$ cat src/include/adcc_regs.svh
// Constants of the converter control block
`ifndef ADCC_REGS_SVH
`define ADCC_REGS_SVH

`define ADCC_CORE_BITS      12
`define ADCC_RESULT_BITS    16
`define ADCC_RES_12         2'h0
`define ADCC_RES_OVS        2'h1
`define ADCC_RES_10         2'h2
`define ADCC_RES_8          2'h3
`define ADCC_BITS_8         5'h08
`define ADCC_BITS_10        5'h0A
`define ADCC_BITS_12        5'h0C
`define ADCC_BITS_FULL      5'h10
`define ADCC_MAX_SAMPLENUM  3'h4
`define ADCC_ONE_SAMPLE     5'h01
`define ADCC_WIN_OFF        3'h0
`define ADCC_WIN_ABOVE      3'h1
`define ADCC_WIN_BELOW      3'h2
`define ADCC_WIN_INSIDE     3'h3
`define ADCC_WIN_OUTSIDE    3'h4
`define ADCC_SYNC_CYC       2'h3
`define ADCC_SYNC_LAST      2'h1

`endif

$ cat src/include/adcc_pkg.sv
// Types and helpers shared by the converter control block
`include "adcc_regs.svh"

package adcc_pkg;

    typedef struct packed {
        logic        enable;
        logic        freerun;
        logic        ev_start;
        logic [1:0]  ressel;
        logic [2:0]  samplenum;
        logic        leftadj;
        logic        diffmode;
        logic        multi_ch;
        logic [4:0]  muxpos;
        logic [4:0]  muxneg;
        logic [2:0]  winmode;
        logic [4:0]  winchan;
        logic [15:0] win_lo;
        logic [15:0] win_hi;
    } adcc_cfg_t;

    typedef struct packed {
        logic [4:0] muxpos;
        logic [4:0] muxneg;
    } adcc_dmacfg_t;

    typedef struct packed {
        logic result_ready_flag;
        logic overrun;
        logic winmon;
    } adcc_flags_t;

    typedef enum logic [3:0] {
        ADCC_IDLE    = 4'b0001,
        ADCC_CONV    = 4'b0010,
        ADCC_RELEASE = 4'b0100,
        ADCC_DONE    = 4'b1000
    } adcc_state_t;

    // Oversampling count, capped at the 16-bit ceiling
    function automatic logic [2:0] adcc_sn(input logic [2:0] sn);
        adcc_sn = (sn > `ADCC_MAX_SAMPLENUM) ? `ADCC_MAX_SAMPLENUM : sn;
    endfunction

    // Result width in bits for a resolution setting
    function automatic logic [4:0] adcc_res_bits(input logic [1:0] ressel,
                                                 input logic [2:0] sn);
        unique case (ressel)
            `ADCC_RES_8:   adcc_res_bits = `ADCC_BITS_8;
            `ADCC_RES_10:  adcc_res_bits = `ADCC_BITS_10;
            `ADCC_RES_OVS: adcc_res_bits = `ADCC_BITS_12 + {2'h0, adcc_sn(sn)};
            default:       adcc_res_bits = `ADCC_BITS_12;
        endcase
    endfunction

endpackage

$ cat src/adcc_fmt.sv
// Result adjustment: sign extension and left or right alignment
`timescale 1ns/100ps
`default_nettype none
`include "adcc_regs.svh"

module adcc_fmt (
    input  wire logic [15:0] val_i,
    input  wire logic [4:0]  nbits_i,
    input  wire logic        leftadj_i,
    input  wire logic        sgn_i,
    output logic      [15:0] res_o
);
    logic [15:0] mask;
    logic [15:0] right;
    logic        sbit;

    always_comb begin
        mask  = 16'hFFFF << nbits_i;
        sbit  = val_i[4'(nbits_i - 5'h01)];
        // Signed results sign-extend, unsigned ones clear the upper bits
        right = (sgn_i && sbit) ? (val_i | mask) : (val_i & ~mask); // RQ5
        res_o = leftadj_i ? (val_i << (`ADCC_BITS_FULL - nbits_i))
                          : right; // RQ4
    end
endmodule // adcc_fmt

`default_nettype wire

$ cat src/adcc_sync.sv
// Two-stage synchroniser for signals from the analog core
`timescale 1ns/100ps
`default_nettype none

module adcc_sync #(
    parameter int WIDTH = 1
) (
    input  wire logic             ref_clk_i,
    input  wire logic             arst_n_i,
    input  wire logic [WIDTH-1:0] async_i,
    output logic      [WIDTH-1:0] sync_o
);
    logic [WIDTH-1:0] meta_q;
    logic [WIDTH-1:0] sync_q;

    always_ff @(posedge ref_clk_i or negedge arst_n_i) begin
        if (!arst_n_i) begin
            meta_q <= '0;
            sync_q <= '0;
        end else begin
            meta_q <= async_i;
            sync_q <= meta_q;
        end
    end

    assign sync_o = sync_q;
endmodule // adcc_sync

`default_nettype wire

$ cat src/adcc_top.sv
// Converter digital control: triggers, accumulation, results, flags
// What this block does
// RQ1 - Results are 12 bits by default; 8 or 10 bits selectable.
// RQ2 - Conversion starts from a software trigger or a peripheral event.
// RQ3 - Exactly one event input triggers conversions.
// RQ4 - Results are left- or right-adjusted as configured.
// RQ5 - Results can be signed or unsigned.
// RQ6 - Input is single-ended or differential, from any selectable source.
// RQ7 - Oversampling with decimation extends results up to 16 bits.
// RQ8 - Window compare checks results against thresholds on one channel.
// RQ9 - Each completed conversion raises a DMA request.
// RQ10 - DMA can write conversion input settings into the block.
// RQ11 - Operation continues in sleep while the source clock runs.
// RQ12 - Flags drive a wake request; output events need no wake-up.
// RQ13 - Configuration writes pass a synchronisation delay before use.
// RQ14 - Debug halt stops operation unless debug-run is set.
// RQ15 - Configuration writes obey write protection; flag clears do not.
// RQ16 - Debugger accesses bypass write protection.
// RQ17 - Software enables the conversion clock before use.
// RQ18 - Software loads factory calibration values before use.
// RQ19 - Each new result replaces the previous one.
// RQ20 - Unread result with several channels enabled sets overrun.
// RQ21 - Result-ready pulses exactly once per completed conversion.
`timescale 1ns/100ps
`default_nettype none
`include "adcc_regs.svh"

module adcc_top
    import adcc_pkg::*;
(
    input  wire logic                  ref_clk_i,
    input  wire logic                  arst_n_i,
    input  wire logic                  cfg_wr_i,
    input  wire adcc_cfg_t             cfg_i,
    input  wire logic                  dma_cfg_valid_i,
    input  wire adcc_dmacfg_t          dma_cfg_i,
    input  wire logic                  wprot_i,
    input  wire logic                  dbg_access_i,
    input  wire logic                  cpu_halt_i,
    input  wire logic                  dbg_run_i,
    input  wire logic                  clk_run_i,
    input  wire logic                  sw_start_i,
    input  wire logic                  event_i,
    input  wire logic                  result_rd_i,
    input  wire adcc_flags_t           flag_clr_i,
    input  wire logic                  core_done_i,
    input  wire logic [11:0]           core_data_i,
    output logic                       core_start_o,
    output logic [1:0]                 core_ressel_o,
    output logic                       core_diff_o,
    output logic [4:0]                 core_muxpos_o,
    output logic [4:0]                 core_muxneg_o,
    output logic [15:0]                result_o,
    output adcc_flags_t                flags_o,
    output logic                       irq_o,
    output logic                       dma_req_o,
    output logic                       dma_cfg_ack_o,
    output logic                       result_ready_flag_ev_o,
    output logic                       win_ev_o,
    output logic                       sync_busy_o,
    output logic                       busy_o
);
    // Configuration shadow and synchronised active copy
    adcc_cfg_t   shadow_q, shadow_d, cfg_q, cfg_d;
    logic        pend_q, pend_d, dack_q, dack_d;
    logic [1:0]  scnt_q, scnt_d;
    logic        wr_ok, dma_ok;

    assign wr_ok  = cfg_wr_i && (!wprot_i || dbg_access_i); // RQ15 RQ16
    assign dma_ok = dma_cfg_valid_i && (!wprot_i || dbg_access_i); // RQ15

    always_comb begin
        shadow_d = shadow_q;
        cfg_d    = cfg_q;
        pend_d   = pend_q;
        scnt_d   = scnt_q;
        dack_d   = 1'b0;
        if (wr_ok) begin
            shadow_d = cfg_i;
            pend_d   = 1'b1;
            scnt_d   = `ADCC_SYNC_CYC; // RQ13
        end else if (dma_ok) begin
            shadow_d.muxpos = dma_cfg_i.muxpos; // RQ10
            shadow_d.muxneg = dma_cfg_i.muxneg; // RQ10
            pend_d          = 1'b1;
            scnt_d          = `ADCC_SYNC_CYC;
            dack_d          = 1'b1;
        end else if (pend_q) begin
            scnt_d = scnt_q - 2'h1;
            if (scnt_q == `ADCC_SYNC_LAST) begin
                cfg_d  = shadow_q; // RQ13
                pend_d = 1'b0;
            end
        end
    end

    always_ff @(posedge ref_clk_i or negedge arst_n_i) begin
        if (!arst_n_i) begin
            shadow_q <= '0;
            cfg_q    <= '0;
            pend_q   <= 1'b0;
            scnt_q   <= 2'h0;
            dack_q   <= 1'b0;
        end else begin
            shadow_q <= shadow_d;
            cfg_q    <= cfg_d;
            pend_q   <= pend_d;
            scnt_q   <= scnt_d;
            dack_q   <= dack_d;
        end
    end

    // Analog core handshake inputs cross into the control clock
    logic [12:0] core_s;
    logic        done_s, done_s_q;
    logic [11:0] data_s;

    adcc_sync #(.WIDTH(13)) u_sync (
        .ref_clk_i (ref_clk_i),
        .arst_n_i  (arst_n_i),
        .async_i   ({core_done_i, core_data_i}),
        .sync_o    (core_s)
    );
    assign done_s = core_s[12];
    assign data_s = core_s[11:0];

    // Conversion sequencer
    adcc_state_t state_q, state_d;
    logic        start_q, start_d, trig_q, trig_d;
    logic [15:0] acc_q, acc_d;
    logic [4:0]  nsamp_q, nsamp_d, target;
    logic        run, done_rise;

    // Halts in debug unless told to run; also stops when disabled or without source clock
    assign run = cfg_q.enable && clk_run_i
              && (!cpu_halt_i || dbg_run_i); // RQ11 RQ14
    assign done_rise = done_s && !done_s_q;
    assign target = (cfg_q.ressel == `ADCC_RES_OVS)
                  ? (`ADCC_ONE_SAMPLE << adcc_sn(cfg_q.samplenum)) // RQ7
                  : `ADCC_ONE_SAMPLE;

    always_comb begin
        state_d = state_q;
        start_d = start_q;
        acc_d   = acc_q;
        nsamp_d = nsamp_q;
        trig_d  = trig_q || sw_start_i
               || (cfg_q.ev_start && event_i); // RQ2 RQ3
        unique case (state_q)
            ADCC_IDLE: begin
                if (run && trig_q) begin
                    state_d = ADCC_CONV;
                    start_d = 1'b1;
                    trig_d  = 1'b0;
                    acc_d   = '0;
                    nsamp_d = '0;
                end
            end
            ADCC_CONV: begin
                if (done_rise) begin
                    start_d = 1'b0;
                    nsamp_d = nsamp_q + 5'h01;
                    // Differential samples accumulate sign-extended
                    acc_d   = acc_q + {{4{data_s[11] && cfg_q.diffmode}},
                                       data_s}; // RQ6 RQ7
                    state_d = ADCC_RELEASE;
                end
            end
            ADCC_RELEASE: begin
                if (!done_s && run) begin
                    if (nsamp_q == target) begin
                        state_d = ADCC_DONE;
                    end else begin
                        state_d = ADCC_CONV;
                        start_d = 1'b1;
                    end
                end
            end
            ADCC_DONE: begin
                state_d = ADCC_IDLE;
                if (cfg_q.freerun) begin
                    trig_d = 1'b1;
                end
            end
            default: begin
                state_d = ADCC_IDLE;
                start_d = 1'b0;
            end
        endcase
        if (!cfg_q.enable) begin
            trig_d = 1'b0;
        end
    end

    always_ff @(posedge ref_clk_i or negedge arst_n_i) begin
        if (!arst_n_i) begin
            state_q  <= ADCC_IDLE;
            start_q  <= 1'b0;
            trig_q   <= 1'b0;
            acc_q    <= '0;
            nsamp_q  <= '0;
            done_s_q <= 1'b0;
        end else begin
            state_q  <= state_d;
            start_q  <= start_d;
            trig_q   <= trig_d;
            acc_q    <= acc_d;
            nsamp_q  <= nsamp_d;
            done_s_q <= done_s;
        end
    end

    // Result formatting, window compare and flags
    logic [4:0]  nbits;
    logic [15:0] fmt_res;
    logic        done_evt, hit, lo_ok, hi_ok;
    logic [15:0] result_q, result_d;
    adcc_flags_t flags_q, flags_d;
    logic        irq_q, irq_d, dreq_q, dreq_d;
    logic        wev_q, wev_d, busy_q, busy_d;

    assign nbits    = adcc_res_bits(cfg_q.ressel, cfg_q.samplenum); // RQ1
    assign done_evt = (state_q == ADCC_DONE);

    adcc_fmt u_fmt (
        .val_i     (acc_q),
        .nbits_i   (nbits),
        .leftadj_i (cfg_q.leftadj),
        .sgn_i     (cfg_q.diffmode),
        .res_o     (fmt_res)
    );

    always_comb begin
        lo_ok = cfg_q.diffmode ? ($signed(acc_q) > $signed(cfg_q.win_lo))
                               : (acc_q > cfg_q.win_lo);
        hi_ok = cfg_q.diffmode ? ($signed(acc_q) < $signed(cfg_q.win_hi))
                               : (acc_q < cfg_q.win_hi);
        unique case (cfg_q.winmode)
            `ADCC_WIN_ABOVE:   hit = lo_ok;
            `ADCC_WIN_BELOW:   hit = hi_ok;
            `ADCC_WIN_INSIDE:  hit = lo_ok && hi_ok;
            `ADCC_WIN_OUTSIDE: hit = !(lo_ok && hi_ok);
            default:           hit = 1'b0;
        endcase
        hit = hit && (cfg_q.muxpos == cfg_q.winchan); // RQ8

        result_d = done_evt ? fmt_res : result_q; // RQ19
        // A setting event wins over a clear in the same cycle
        flags_d.result_ready_flag  = done_evt || (flags_q.result_ready_flag
                       && !(flag_clr_i.result_ready_flag || result_rd_i)); // RQ21
        flags_d.overrun = (done_evt && flags_q.result_ready_flag && cfg_q.multi_ch)
                       || (flags_q.overrun && !flag_clr_i.overrun); // RQ20
        flags_d.winmon  = (done_evt && hit)
                       || (flags_q.winmon && !flag_clr_i.winmon); // RQ8
        irq_d  = |flags_d; // RQ12
        dreq_d = done_evt; // RQ9 RQ21
        wev_d  = done_evt && hit; // RQ12
        busy_d = (state_d != ADCC_IDLE);
    end

    always_ff @(posedge ref_clk_i or negedge arst_n_i) begin
        if (!arst_n_i) begin
            result_q <= '0;
            flags_q  <= '0;
            irq_q    <= 1'b0;
            dreq_q   <= 1'b0;
            wev_q    <= 1'b0;
            busy_q   <= 1'b0;
        end else begin
            result_q <= result_d;
            flags_q  <= flags_d;
            irq_q    <= irq_d;
            dreq_q   <= dreq_d;
            wev_q    <= wev_d;
            busy_q   <= busy_d;
        end
    end

    assign core_start_o  = start_q;
    assign core_ressel_o = cfg_q.ressel;
    assign core_diff_o   = cfg_q.diffmode;
    assign core_muxpos_o = cfg_q.muxpos;
    assign core_muxneg_o = cfg_q.muxneg;
    assign result_o      = result_q;
    assign flags_o       = flags_q;
    assign irq_o         = irq_q;
    assign dma_req_o     = dreq_q;
    assign dma_cfg_ack_o = dack_q;
    assign result_ready_flag_ev_o   = dreq_q;
    assign win_ev_o      = wev_q;
    assign sync_busy_o   = pend_q;
    assign busy_o        = busy_q;
endmodule // adcc_top

`default_nettype wire

$ cat config.mk
export PLATFORM = sky130hd
export DESIGN_NAME = adcc_top
export DESIGN_NICKNAME = d
export VERILOG_FILES = /design/src/include/adcc_pkg.sv /design/src/adcc_fmt.sv /design/src/adcc_sync.sv /design/src/adcc_top.sv
export VERILOG_INCLUDE_DIRS = /design/src /design/src/include
export SDC_FILE = /design/constraint.sdc
export NUM_CORES = 1
export LEC_CHECK = 0
export CAP_MARGIN = 20
export CORE_MARGIN = 2
export CORE_UTILIZATION = 40
export CTS_BUF_LIST = sky130_fd_sc_hd__clkbuf_4 sky130_fd_sc_hd__clkbuf_8
export DETAILED_ROUTE_END_ITERATION = 8
export DONT_BUFFER_PORTS = 1
export GPL_TIMING_DRIVEN = 0
export HOLD_SLACK_MARGIN = 0.06
export PLACE_DENSITY = 0.63
export SLEW_MARGIN = 0
export SYNTH_ARGS = -nofsm -noshare
export SYNTH_HDL_FRONTEND = slang
export SYNTH_HIERARCHICAL = 1
export SYNTH_SLANG_ARGS = --single-unit
$ cat constraint.sdc
create_clock -name ref_clk_i -period 7.9 [get_ports ref_clk_i]
set_input_delay 1.58 -clock ref_clk_i [delete_from_list [all_inputs] [get_ports ref_clk_i]]
set_output_delay 1.58 -clock ref_clk_i [all_outputs]
set_load 0.005 [all_outputs]
==> out/summary.log, run 1 <==
INFO  power          vdd_ir_drop_max=0.0001467V
INFO  synthesis      synth.cell_area=10,540um2
INFO  drt            routed_via_density=5.451
INFO  drt            ant_nets=0
INFO  critical_path  critPathLaunchType=flop
INFO  synthesis      postSynthNetCount=1,081
INFO  grt            globalRouteOverflowTotal=0
INFO  drt            wl=25,660um
INFO  drt            first_iteration_detailed_routing_drc_count=435
INFO  drt            detailroute.via_count=7,239
INFO  timing         layout_min_cycle_time=3781ps
INFO  layout         finalCoreUtilization=0.4504
INFO  die            floorplan.core_area=25,980um2
INFO  cts            clk_transition_reported_paths=60ps
INFO  timing         layout_worst_path_cycle_share=0.4786
INFO  drt            drt_first_pass_iters=5
INFO  grt            grt_antenna_before_repair=8
INFO  grt            vias_in_the_first_global_route=7,500
INFO  die            floorplan.initialDensity=0.4057
INFO  cts            hold_bufs_at_cts=0
INFO  synthesis      seq_area_frac_synth=0.4820
INFO  power          areal_power_density_over_the_cells=407.9nW/um2
INFO  synthesis      post-synth-top-area-cell=sky130_fd_sc_hd__dfrtp_1
INFO  die            fp-row-count=59
INFO  layout         final_cells=1,328
INFO  timing         totalNegativeSetupSlack=0ps
INFO  critical_path  worst-endpoint-arrival=4190ps
INFO  cts            post_cts.repair.setup_buffers=0
INFO  cts            cts_max_level=2
INFO  die            dieArea=27,670um2
INFO  worst_hold_path holdPathEnd=u_sync/sync_o[8]
INFO  critical_path  endpoint_kind=flop
INFO  cts            cts.sinks=203
INFO  cts            cts_repair_resize_count=0
INFO  synthesis      synth_flop_cell=sky130_fd_sc_hd__dfrtp_1
INFO  timing         finalHoldViolCount=0
INFO  cts            cts_root_buf=sky130_fd_sc_hd__clkbuf_8
INFO  layout         finalNetCount=1,120
INFO  worst_hold_path classification_of_the_worst_slack_hold_path=reg2reg
INFO  drt            post-route-drc-count=0
INFO  critical_path  crit_type=reg2reg
INFO  critical_path  cp_data_required_time=8300ps
INFO  critical_path  reg2reg_to=result_o[13]
INFO  drt            routedWlPerCell=19.32um
INFO  timing         hold-worst-slack=336.2ps
INFO  critical_path  timing.critical_path.fanout_max=10
INFO  timing         worstMarginPinSlew=887.9ps
INFO  die            die_x=166.3um
INFO  layout         share_of_final_layout_standard_cells_stronger_than_drive_strength_1=0.2265
INFO  critical_path  rrSetupSlack=4120ps
INFO  power          leakage_power_total=5.188nW
INFO  layout         layout.filler_cells=2,461
INFO  layout         design_area=11,700um2
INFO  synthesis      ys_types=86
INFO  grt            grt_start_max_net_pins=204
INFO  timing         final_worst_path_setup_slack=4119ps
INFO  timing         finalMaxSlewViolations=0
INFO  die            chipHeight=166.3um
INFO  flow_run       cap_viol_max_count=0
INFO  outcome        status=complete, no violations
INFO  layout         final_cell_mix=sky130_fd_sc_hd__dfrtp_1, sky130_fd_sc_hd__mux2_2, sky130_fd_sc_hd__nand2_1
INFO  critical_path  r2r_cells=13
INFO  synthesis      synthCells=928
INFO  synthesis      synth_top_area_frac=0.4795
INFO  layout         area_growth_syn_to_layout=11.00%
INFO  critical_path  r2r_start=core_ressel_o[1]
INFO  synthesis      synth_top_cells_by_area=sky130_fd_sc_hd__dfrtp_1, sky130_fd_sc_hd__mux2_2, sky130_fd_sc_hd__ha_1
INFO  cts            worst_skew_pair.late_latency=540ps
INFO  timing         final_report_setup_violation_count=0
INFO  synthesis      postSynthRegisterBits=203
INFO  layout         mostFrequentLayoutCell=sky130_fd_sc_hd__dfrtp_1
INFO  power          overall_power_of_the_completed_layout=4.773mW
INFO  cts            cts_made_buffers=37
INFO  worst_hold_path hold_start=u_sync/meta_q[8]
INFO  placement      detailedPlace.worstSlack=3806ps
INFO  cts            clock_tree.buffer_depth=3
INFO  placement      placed_cells_incl_taps=1,263
INFO  timing         setup_repair_after_global_routing_missed_its_margin=false
INFO  timing         slew_headroom=0.4081
INFO  synthesis      synthArstFlopShare=1.000
INFO  synthesis      synth-edff-count=0
INFO  synthesis      postSynthAreaPerCell=11.36um2
INFO  placement      placed_cell_area=10,960um2
INFO  placement      dp.final_hpwl=18,100um
INFO  grt            grt_util_all_layers=0.1892
INFO  worst_hold_path hold_path_depth=0
INFO  timing         maxClockFrequency=264.5MHz
INFO  grt            wire_length_of_the_first_global_routing_pass=41,640um
INFO  placement      io_buffer_count=0
INFO  cts            cts_tree=done
INFO  placement      globalplace.congestion=0.8905
INFO  die            ios=139
INFO  timing         fin_worst_skew=25.01ps
INFO  synthesis      synth-warning-count=6
==> worst max-delay path by stage <==
stage | from | end | slack, ps | cells past startpoint
floorplan | core_ressel_o[1] | result_o[6] | 4650 | 13
global placement | cfg_wr_i | cfg_q[32] | 3780 | 5
detailed placement | cfg_wr_i | cfg_q[35] | 3810 | 5
CTS | core_ressel_o[1] | result_o[13] | 4100 | 13
global route | core_ressel_o[1] | result_o[13] | 3910 | 13
finish | core_ressel_o[1] | result_o[13] | 4120 | 13
==> critical path, stage by stage (launching register included) <==
cell,delay [ps]
sky130_fd_sc_hd__dfrtp_1,460
sky130_fd_sc_hd__nor3b_1,380
sky130_fd_sc_hd__and2_1,360
sky130_fd_sc_hd__buf_6,220
sky130_fd_sc_hd__clkbuf_8,190
sky130_fd_sc_hd__inv_1,70
sky130_fd_sc_hd__ha_1,300
sky130_fd_sc_hd__buf_4,210
sky130_fd_sc_hd__mux4_2,330
sky130_fd_sc_hd__o21ai_1,160
sky130_fd_sc_hd__a21oi_4,160
sky130_fd_sc_hd__o21bai_4,290
sky130_fd_sc_hd__o2111ai_1,220
sky130_fd_sc_hd__mux2_2,300
==> state kept, by name, indices dropped and copies added (netlist names), 5 cells and up <==
register,cells
shadow_q,61
cfg_q,48
acc_q,16
result_o,16
u_sync/meta_q,13
u_sync/sync_o,13
core_muxneg_o,5
core_muxpos_o,5
nsamp_q,5
==> cell type report <==
type	count	area [um2]	area share
Buffer	49	304.0	0.02598
Clock inverter	5	41.29	0.003528
Clock buffer	56	689.4	0.05891
Sequential cell	203	5081	0.4342
Antenna cell	4	10.01	0.0008553
Tap cell	335	419.2	0.03582
Inverter	50	187.7	0.01604
Multi-Input combinational cell	626	4970	0.4247
==> report_power, final <==
group	internal (mW)	leakage (nW)	switching, mW
Sequential	1.31	2.47	0.322
Combinational	1.02	2.33	1.13
Clock	0.556	0.384	0.432
==> kinds of logic (layout without fill, tap and decap cells) <==
| logic type | Yosys count | after routing | share of synthesized area |
|---|---|---|---|
| other cells | 0 | 4 | 0 |
| compound gates | 196 | 196 | 0.1269 |
| buf+inv | 99 | 160 | 0.04664 |
| fa+ha+maj | 54 | 54 | 0.06480 |
| flops | 203 | 203 | 0.4820 |
| mux | 134 | 134 | 0.1538 |
| simple gates | 219 | 219 | 0.1068 |
| xor+xnor | 23 | 23 | 0.01911 |
==> metal layers <==
metal,global-route usage,share of wire,vias to the layer above
met5,0,0.0014,-
met2,0.3188,0.48,203
li1,-,-,3426
met4,0.04910,0.019,6
met3,0.05601,0.069,44
met1,0.2392,0.43,3560
==> cell usage after synthesis, types with 10 or more instances <==
cell,instances
sky130_fd_sc_hd__mux2i_1,21
sky130_fd_sc_hd__xor2_1,10
sky130_fd_sc_hd__nor2_1,35
sky130_fd_sc_hd__clkbuf_1,15
sky130_fd_sc_hd__buf_4,15
sky130_fd_sc_hd__a21o_1,15
sky130_fd_sc_hd__inv_1,49
sky130_fd_sc_hd__a21oi_1,25
sky130_fd_sc_hd__mux2_2,102
sky130_fd_sc_hd__nand3_1,18
sky130_fd_sc_hd__nand2_1,90
sky130_fd_sc_hd__o21ai_0,73
sky130_fd_sc_hd__o211ai_1,10
sky130_fd_sc_hd__buf_1,11
sky130_fd_sc_hd__ha_1,53
sky130_fd_sc_hd__xnor2_1,13
sky130_fd_sc_hd__dfrtp_1,202
(Power assumes the default switching activity.)
==> run 2, diff against run 1 <==
- ABC_AREA: default -> 1
- PLACE_DENSITY: 0.63 -> 0.65
- clock period: 7.9 -> 3.1 ns (I/O delays scaled with it)
==> run 2 against run 1 <==
Compared with the run above: the flow now finishes with violations (design-rule violations, negative hold slack); hold slack worse by 520 ps; combinational power is 120% higher; critical path depth is 5 higher; critical path type unchanged; worst setup slack worse by 3900 ps; core utilization is 0.37 points higher; critical endpoint is now result_o[11]; largest power group unchanged; die area is 1.0% higher; wire length is 5.2% higher; clock power grew to 2.8 times the previous value.
==> out/summary.log, run 2 <==
INFO  synthesis      synthArstFlopShare=1.000
INFO  placement      placed_cell_area=11,070um2
INFO  cts            clock_tree.buffer_depth=3
INFO  synthesis      synth.cell_area=10,650um2
INFO  cts            cts_root_buf=sky130_fd_sc_hd__clkbuf_8
INFO  synthesis      postSynthAreaPerCell=7.925um2
INFO  cts            worst_skew_pair.late_latency=540ps
INFO  drt            ant_nets=0
INFO  critical_path  critPathLaunchType=flop
INFO  critical_path  timing.critical_path.fanout_max=10
INFO  synthesis      postSynthNetCount=1,497
INFO  drt            drt_first_pass_iters=9
INFO  drt            first_iteration_detailed_routing_drc_count=682
INFO  critical_path  rrSetupSlack=200ps
INFO  cts            cts_max_level=2
INFO  timing         final_report_setup_violation_count=0
INFO  worst_hold_path classification_of_the_worst_slack_hold_path=in2async
INFO  power          clock_power_share=0.241
INFO  layout         largest_register_ff_count=61
INFO  die            floorplan.core_area=26,130um2
INFO  die            dieArea=27,950um2
INFO  drt            post-route-drc-count=7
INFO  layout         finalNetCount=1,537
INFO  layout         design_area=11,870um2
INFO  timing         finalMaxSlewViolations=0
INFO  flow_run       cap_viol_max_count=0
INFO  grt            grt_antenna_before_repair=1
INFO  timing         maxClockFrequency=344.4MHz
INFO  outcome        status=finished, violations left
INFO  timing         fin_worst_skew=38.13ps
INFO  synthesis      synth_top_area_frac=0.4746
INFO  layout         mostFrequentLayoutCell=sky130_fd_sc_hd__nand2_1
INFO  outcome        failed_checks=design-rule violations, negative hold slack
INFO  die            ios=139
INFO  power          p_switching=4.702mW
INFO  power          p_sw_frac=0.4155
INFO  die            chipHeight=167.2um
INFO  layout         final_cell_mix=sky130_fd_sc_hd__nand2_1, sky130_fd_sc_hd__dfrtp_1, sky130_fd_sc_hd__inv_1
INFO  drt            routedWlPerCell=15.51um
INFO  placement      globalplace.congestion=0.9124
INFO  placement      io_buffer_count=0
INFO  timing         hold-worst-slack=-184.4ps
INFO  placement      dp.final_hpwl=19,210um
INFO  drt            detailroute.via_count=8,711
INFO  synthesis      ys_types=51
INFO  grt            grt_start_max_net_pins=204
INFO  cts            cts_tree=done
INFO  grt            vias_in_the_first_global_route=8,540
INFO  cts            clk_transition_reported_paths=60ps
INFO  layout         largestRegisters=shadow_q x61, cfg_q x48
INFO  timing         setup_repair_after_global_routing_missed_its_margin=false
INFO  synthesis      synthCells=1,344
INFO  synthesis      synth-warning-count=6
INFO  timing         layout_min_cycle_time=2904ps
INFO  drt            routed_via_density=5.003
INFO  grt            grt_util_all_layers=0.1940
INFO  timing         finalHoldViolCount=202
INFO  synthesis      post-synth-top-area-cell=sky130_fd_sc_hd__dfrtp_1
INFO  layout         regMostFlops=shadow_q
INFO  die            fp-row-count=59
INFO  layout         n_antenna_cell=0
INFO  synthesis      synth_top_cells_by_count=sky130_fd_sc_hd__nand2_1, sky130_fd_sc_hd__dfrtp_1, sky130_fd_sc_hd__inv_1, sky130_fd_sc_hd__o21ai_0, sky130_fd_sc_hd__nor2_1
INFO  critical_path  endpoint_kind=flop
INFO  timing         worstMarginPinSlew=705.0ps
INFO  cts            cts.sinks=203
INFO  grt            globalRouteOverflowTotal=0
INFO  critical_path  cp_data_required_time=3500ps
INFO  die            floorplan.initialDensity=0.4076
INFO  synthesis      synth_top_cells_by_area=sky130_fd_sc_hd__dfrtp_1, sky130_fd_sc_hd__nand2_1, sky130_fd_sc_hd__ha_1
INFO  timing         layout_worst_path_cycle_share=0.9367
INFO  synthesis      yosysMostFrequentCell=sky130_fd_sc_hd__nand2_1
INFO  power          combinationalPowerShare=0.416
INFO  power          leakage_power_total=6.225nW
INFO  timing         final_worst_path_setup_slack=196.3ps
INFO  die            die_x=167.2um
INFO  critical_path  worst-endpoint-arrival=3300ps
INFO  critical_path  crit_type=reg2reg
INFO  timing         slew_headroom=0.5300
INFO  layout         share_of_final_layout_standard_cells_stronger_than_drive_strength_1=0.1095
INFO  power          seqPwrFrac=0.343
INFO  cts            cts_made_buffers=37
INFO  layout         area_growth_syn_to_layout=11.41%
INFO  power          vdd_ir_drop_max=0.0003517V
INFO  synthesis      synth-edff-count=0
INFO  placement      detailedPlace.worstSlack=-153.5ps
INFO  synthesis      synth_flop_cell=sky130_fd_sc_hd__dfrtp_1
INFO  synthesis      postSynthRegisterBits=203
INFO  synthesis      seq_area_frac_synth=0.4770
INFO  power          areal_power_density_over_the_cells=953.7nW/um2
INFO  drt            wl=27,000um
INFO  grt            wire_length_of_the_first_global_routing_pass=43,670um
INFO  power          power.internal=6.614mW
run 2: changes by cell type after synthesis, moves of 9 or more:
cell / delta
sky130_fd_sc_hd__nand2_1: +359
sky130_fd_sc_hd__mux2_2: -102
sky130_fd_sc_hd__inv_1: +98
sky130_fd_sc_hd__nor2_1: +61
sky130_fd_sc_hd__a21oi_1: +40
sky130_fd_sc_hd__nand3_1: +37
sky130_fd_sc_hd__o21ai_0: +28
sky130_fd_sc_hd__mux2i_1: -21
sky130_fd_sc_hd__buf_2: +14
sky130_fd_sc_hd__a21o_1: -11
sky130_fd_sc_hd__inv_2: +10
sky130_fd_sc_hd__buf_1: -9
sky130_fd_sc_hd__nand2b_1: -9
sky130_fd_sc_hd__o211ai_1: -9
run 2: area by class of cell:
type / count / area (um2)
inverters: 159 / 601.8
well taps: 335 / 419.2
multi-input cells: 924 / 4627
plain buffers: 58 / 346.6
clock inverters: 8 / 127.6
fillers: 2612 / 14270
clock buffers: 53 / 654.4
repair buffers: 1 / 7.507
flip-flops and latches: 203 / 5082
run 2: critical path, cell delays in order, from the launching register on:
cell,delay [ps]
sky130_fd_sc_hd__dfrtp_2,440
sky130_fd_sc_hd__inv_2,70
sky130_fd_sc_hd__nand2_2,60
sky130_fd_sc_hd__inv_2,70
sky130_fd_sc_hd__nand2_1,60
sky130_fd_sc_hd__nor2_2,150
sky130_fd_sc_hd__buf_6,140
sky130_fd_sc_hd__inv_6,50
sky130_fd_sc_hd__buf_6,140
sky130_fd_sc_hd__ha_1,270
sky130_fd_sc_hd__ha_1,420
sky130_fd_sc_hd__clkbuf_2,290
sky130_fd_sc_hd__nor2_1,80
sky130_fd_sc_hd__o21ai_1,230
sky130_fd_sc_hd__nand2_1,80
sky130_fd_sc_hd__inv_1,50
sky130_fd_sc_hd__nand2_1,50
sky130_fd_sc_hd__nand2_1,60
sky130_fd_sc_hd__nand2_1,50
run 2: path summary, 6_finish.rpt:
path                             startpoint                to  cells past startpoint
min                                arst_n_i      result_o[13]                      0
min in group ref_clk_i       core_data_i[3]  u_sync/meta_q[3]                      0
max reg2reg                core_ressel_o[1]      result_o[11]                     18
min reg2reg                u_sync/meta_q[9]  u_sync/sync_o[9]                      0
max in group asynchronous          arst_n_i         acc_q[13]                      0
max                        core_ressel_o[1]      result_o[11]                     18
run 2: power by group through the flow:
stage	sequential (mW)	clock (mW)	combinational, mW
after floorplan	3.65	0	3.65
after global placement	3.91	0	4.52
after detailed placement	3.92	0	4.61
after CTS	3.88	2.80	4.66
after global routing	3.96	2.93	5.42
final	3.88	2.72	4.71
run 2: timing repair:
item | in CTS | in global routing
setup buffers | 0 | 1
hold endpoints to repair | 203 | 203
setup endpoints to repair | 7 | 16
gates resized for setup | 3 | 5
run 2: metal layers:
metal / up-vias / share of wire / global-route usage
li1: 4347 / - / -
met5: - / 0 / 0
met2: 272 / 0.45 / 0.3065
met1: 4024 / 0.45 / 0.2603
met3: 68 / 0.066 / 0.03947
met4: 0 / 0.036 / 0.08318
run 2: through the flow:
stage                     utilization  std cells  setup TNS [ps]  total power [mW]
after floorplan                     -       1344               0             7.297
after global placement         0.4236       1679          -392.5             8.434
after detailed placement       0.4236       1679          -334.0             8.538
after CTS                      0.4537       1740               0             11.34
after global routing           0.4541       1741               0             12.31
final                          0.4541       1741               0             11.32
run 2: cell families after synthesis:
| group | synth area share |
|---|---|
| simple gates | 0.2501 |
| compound gates | 0.1128 |
| buf+inv | 0.08857 |
| flops | 0.4770 |
| fa+ha+maj | 0.06414 |
| xor+xnor | 0.007400 |
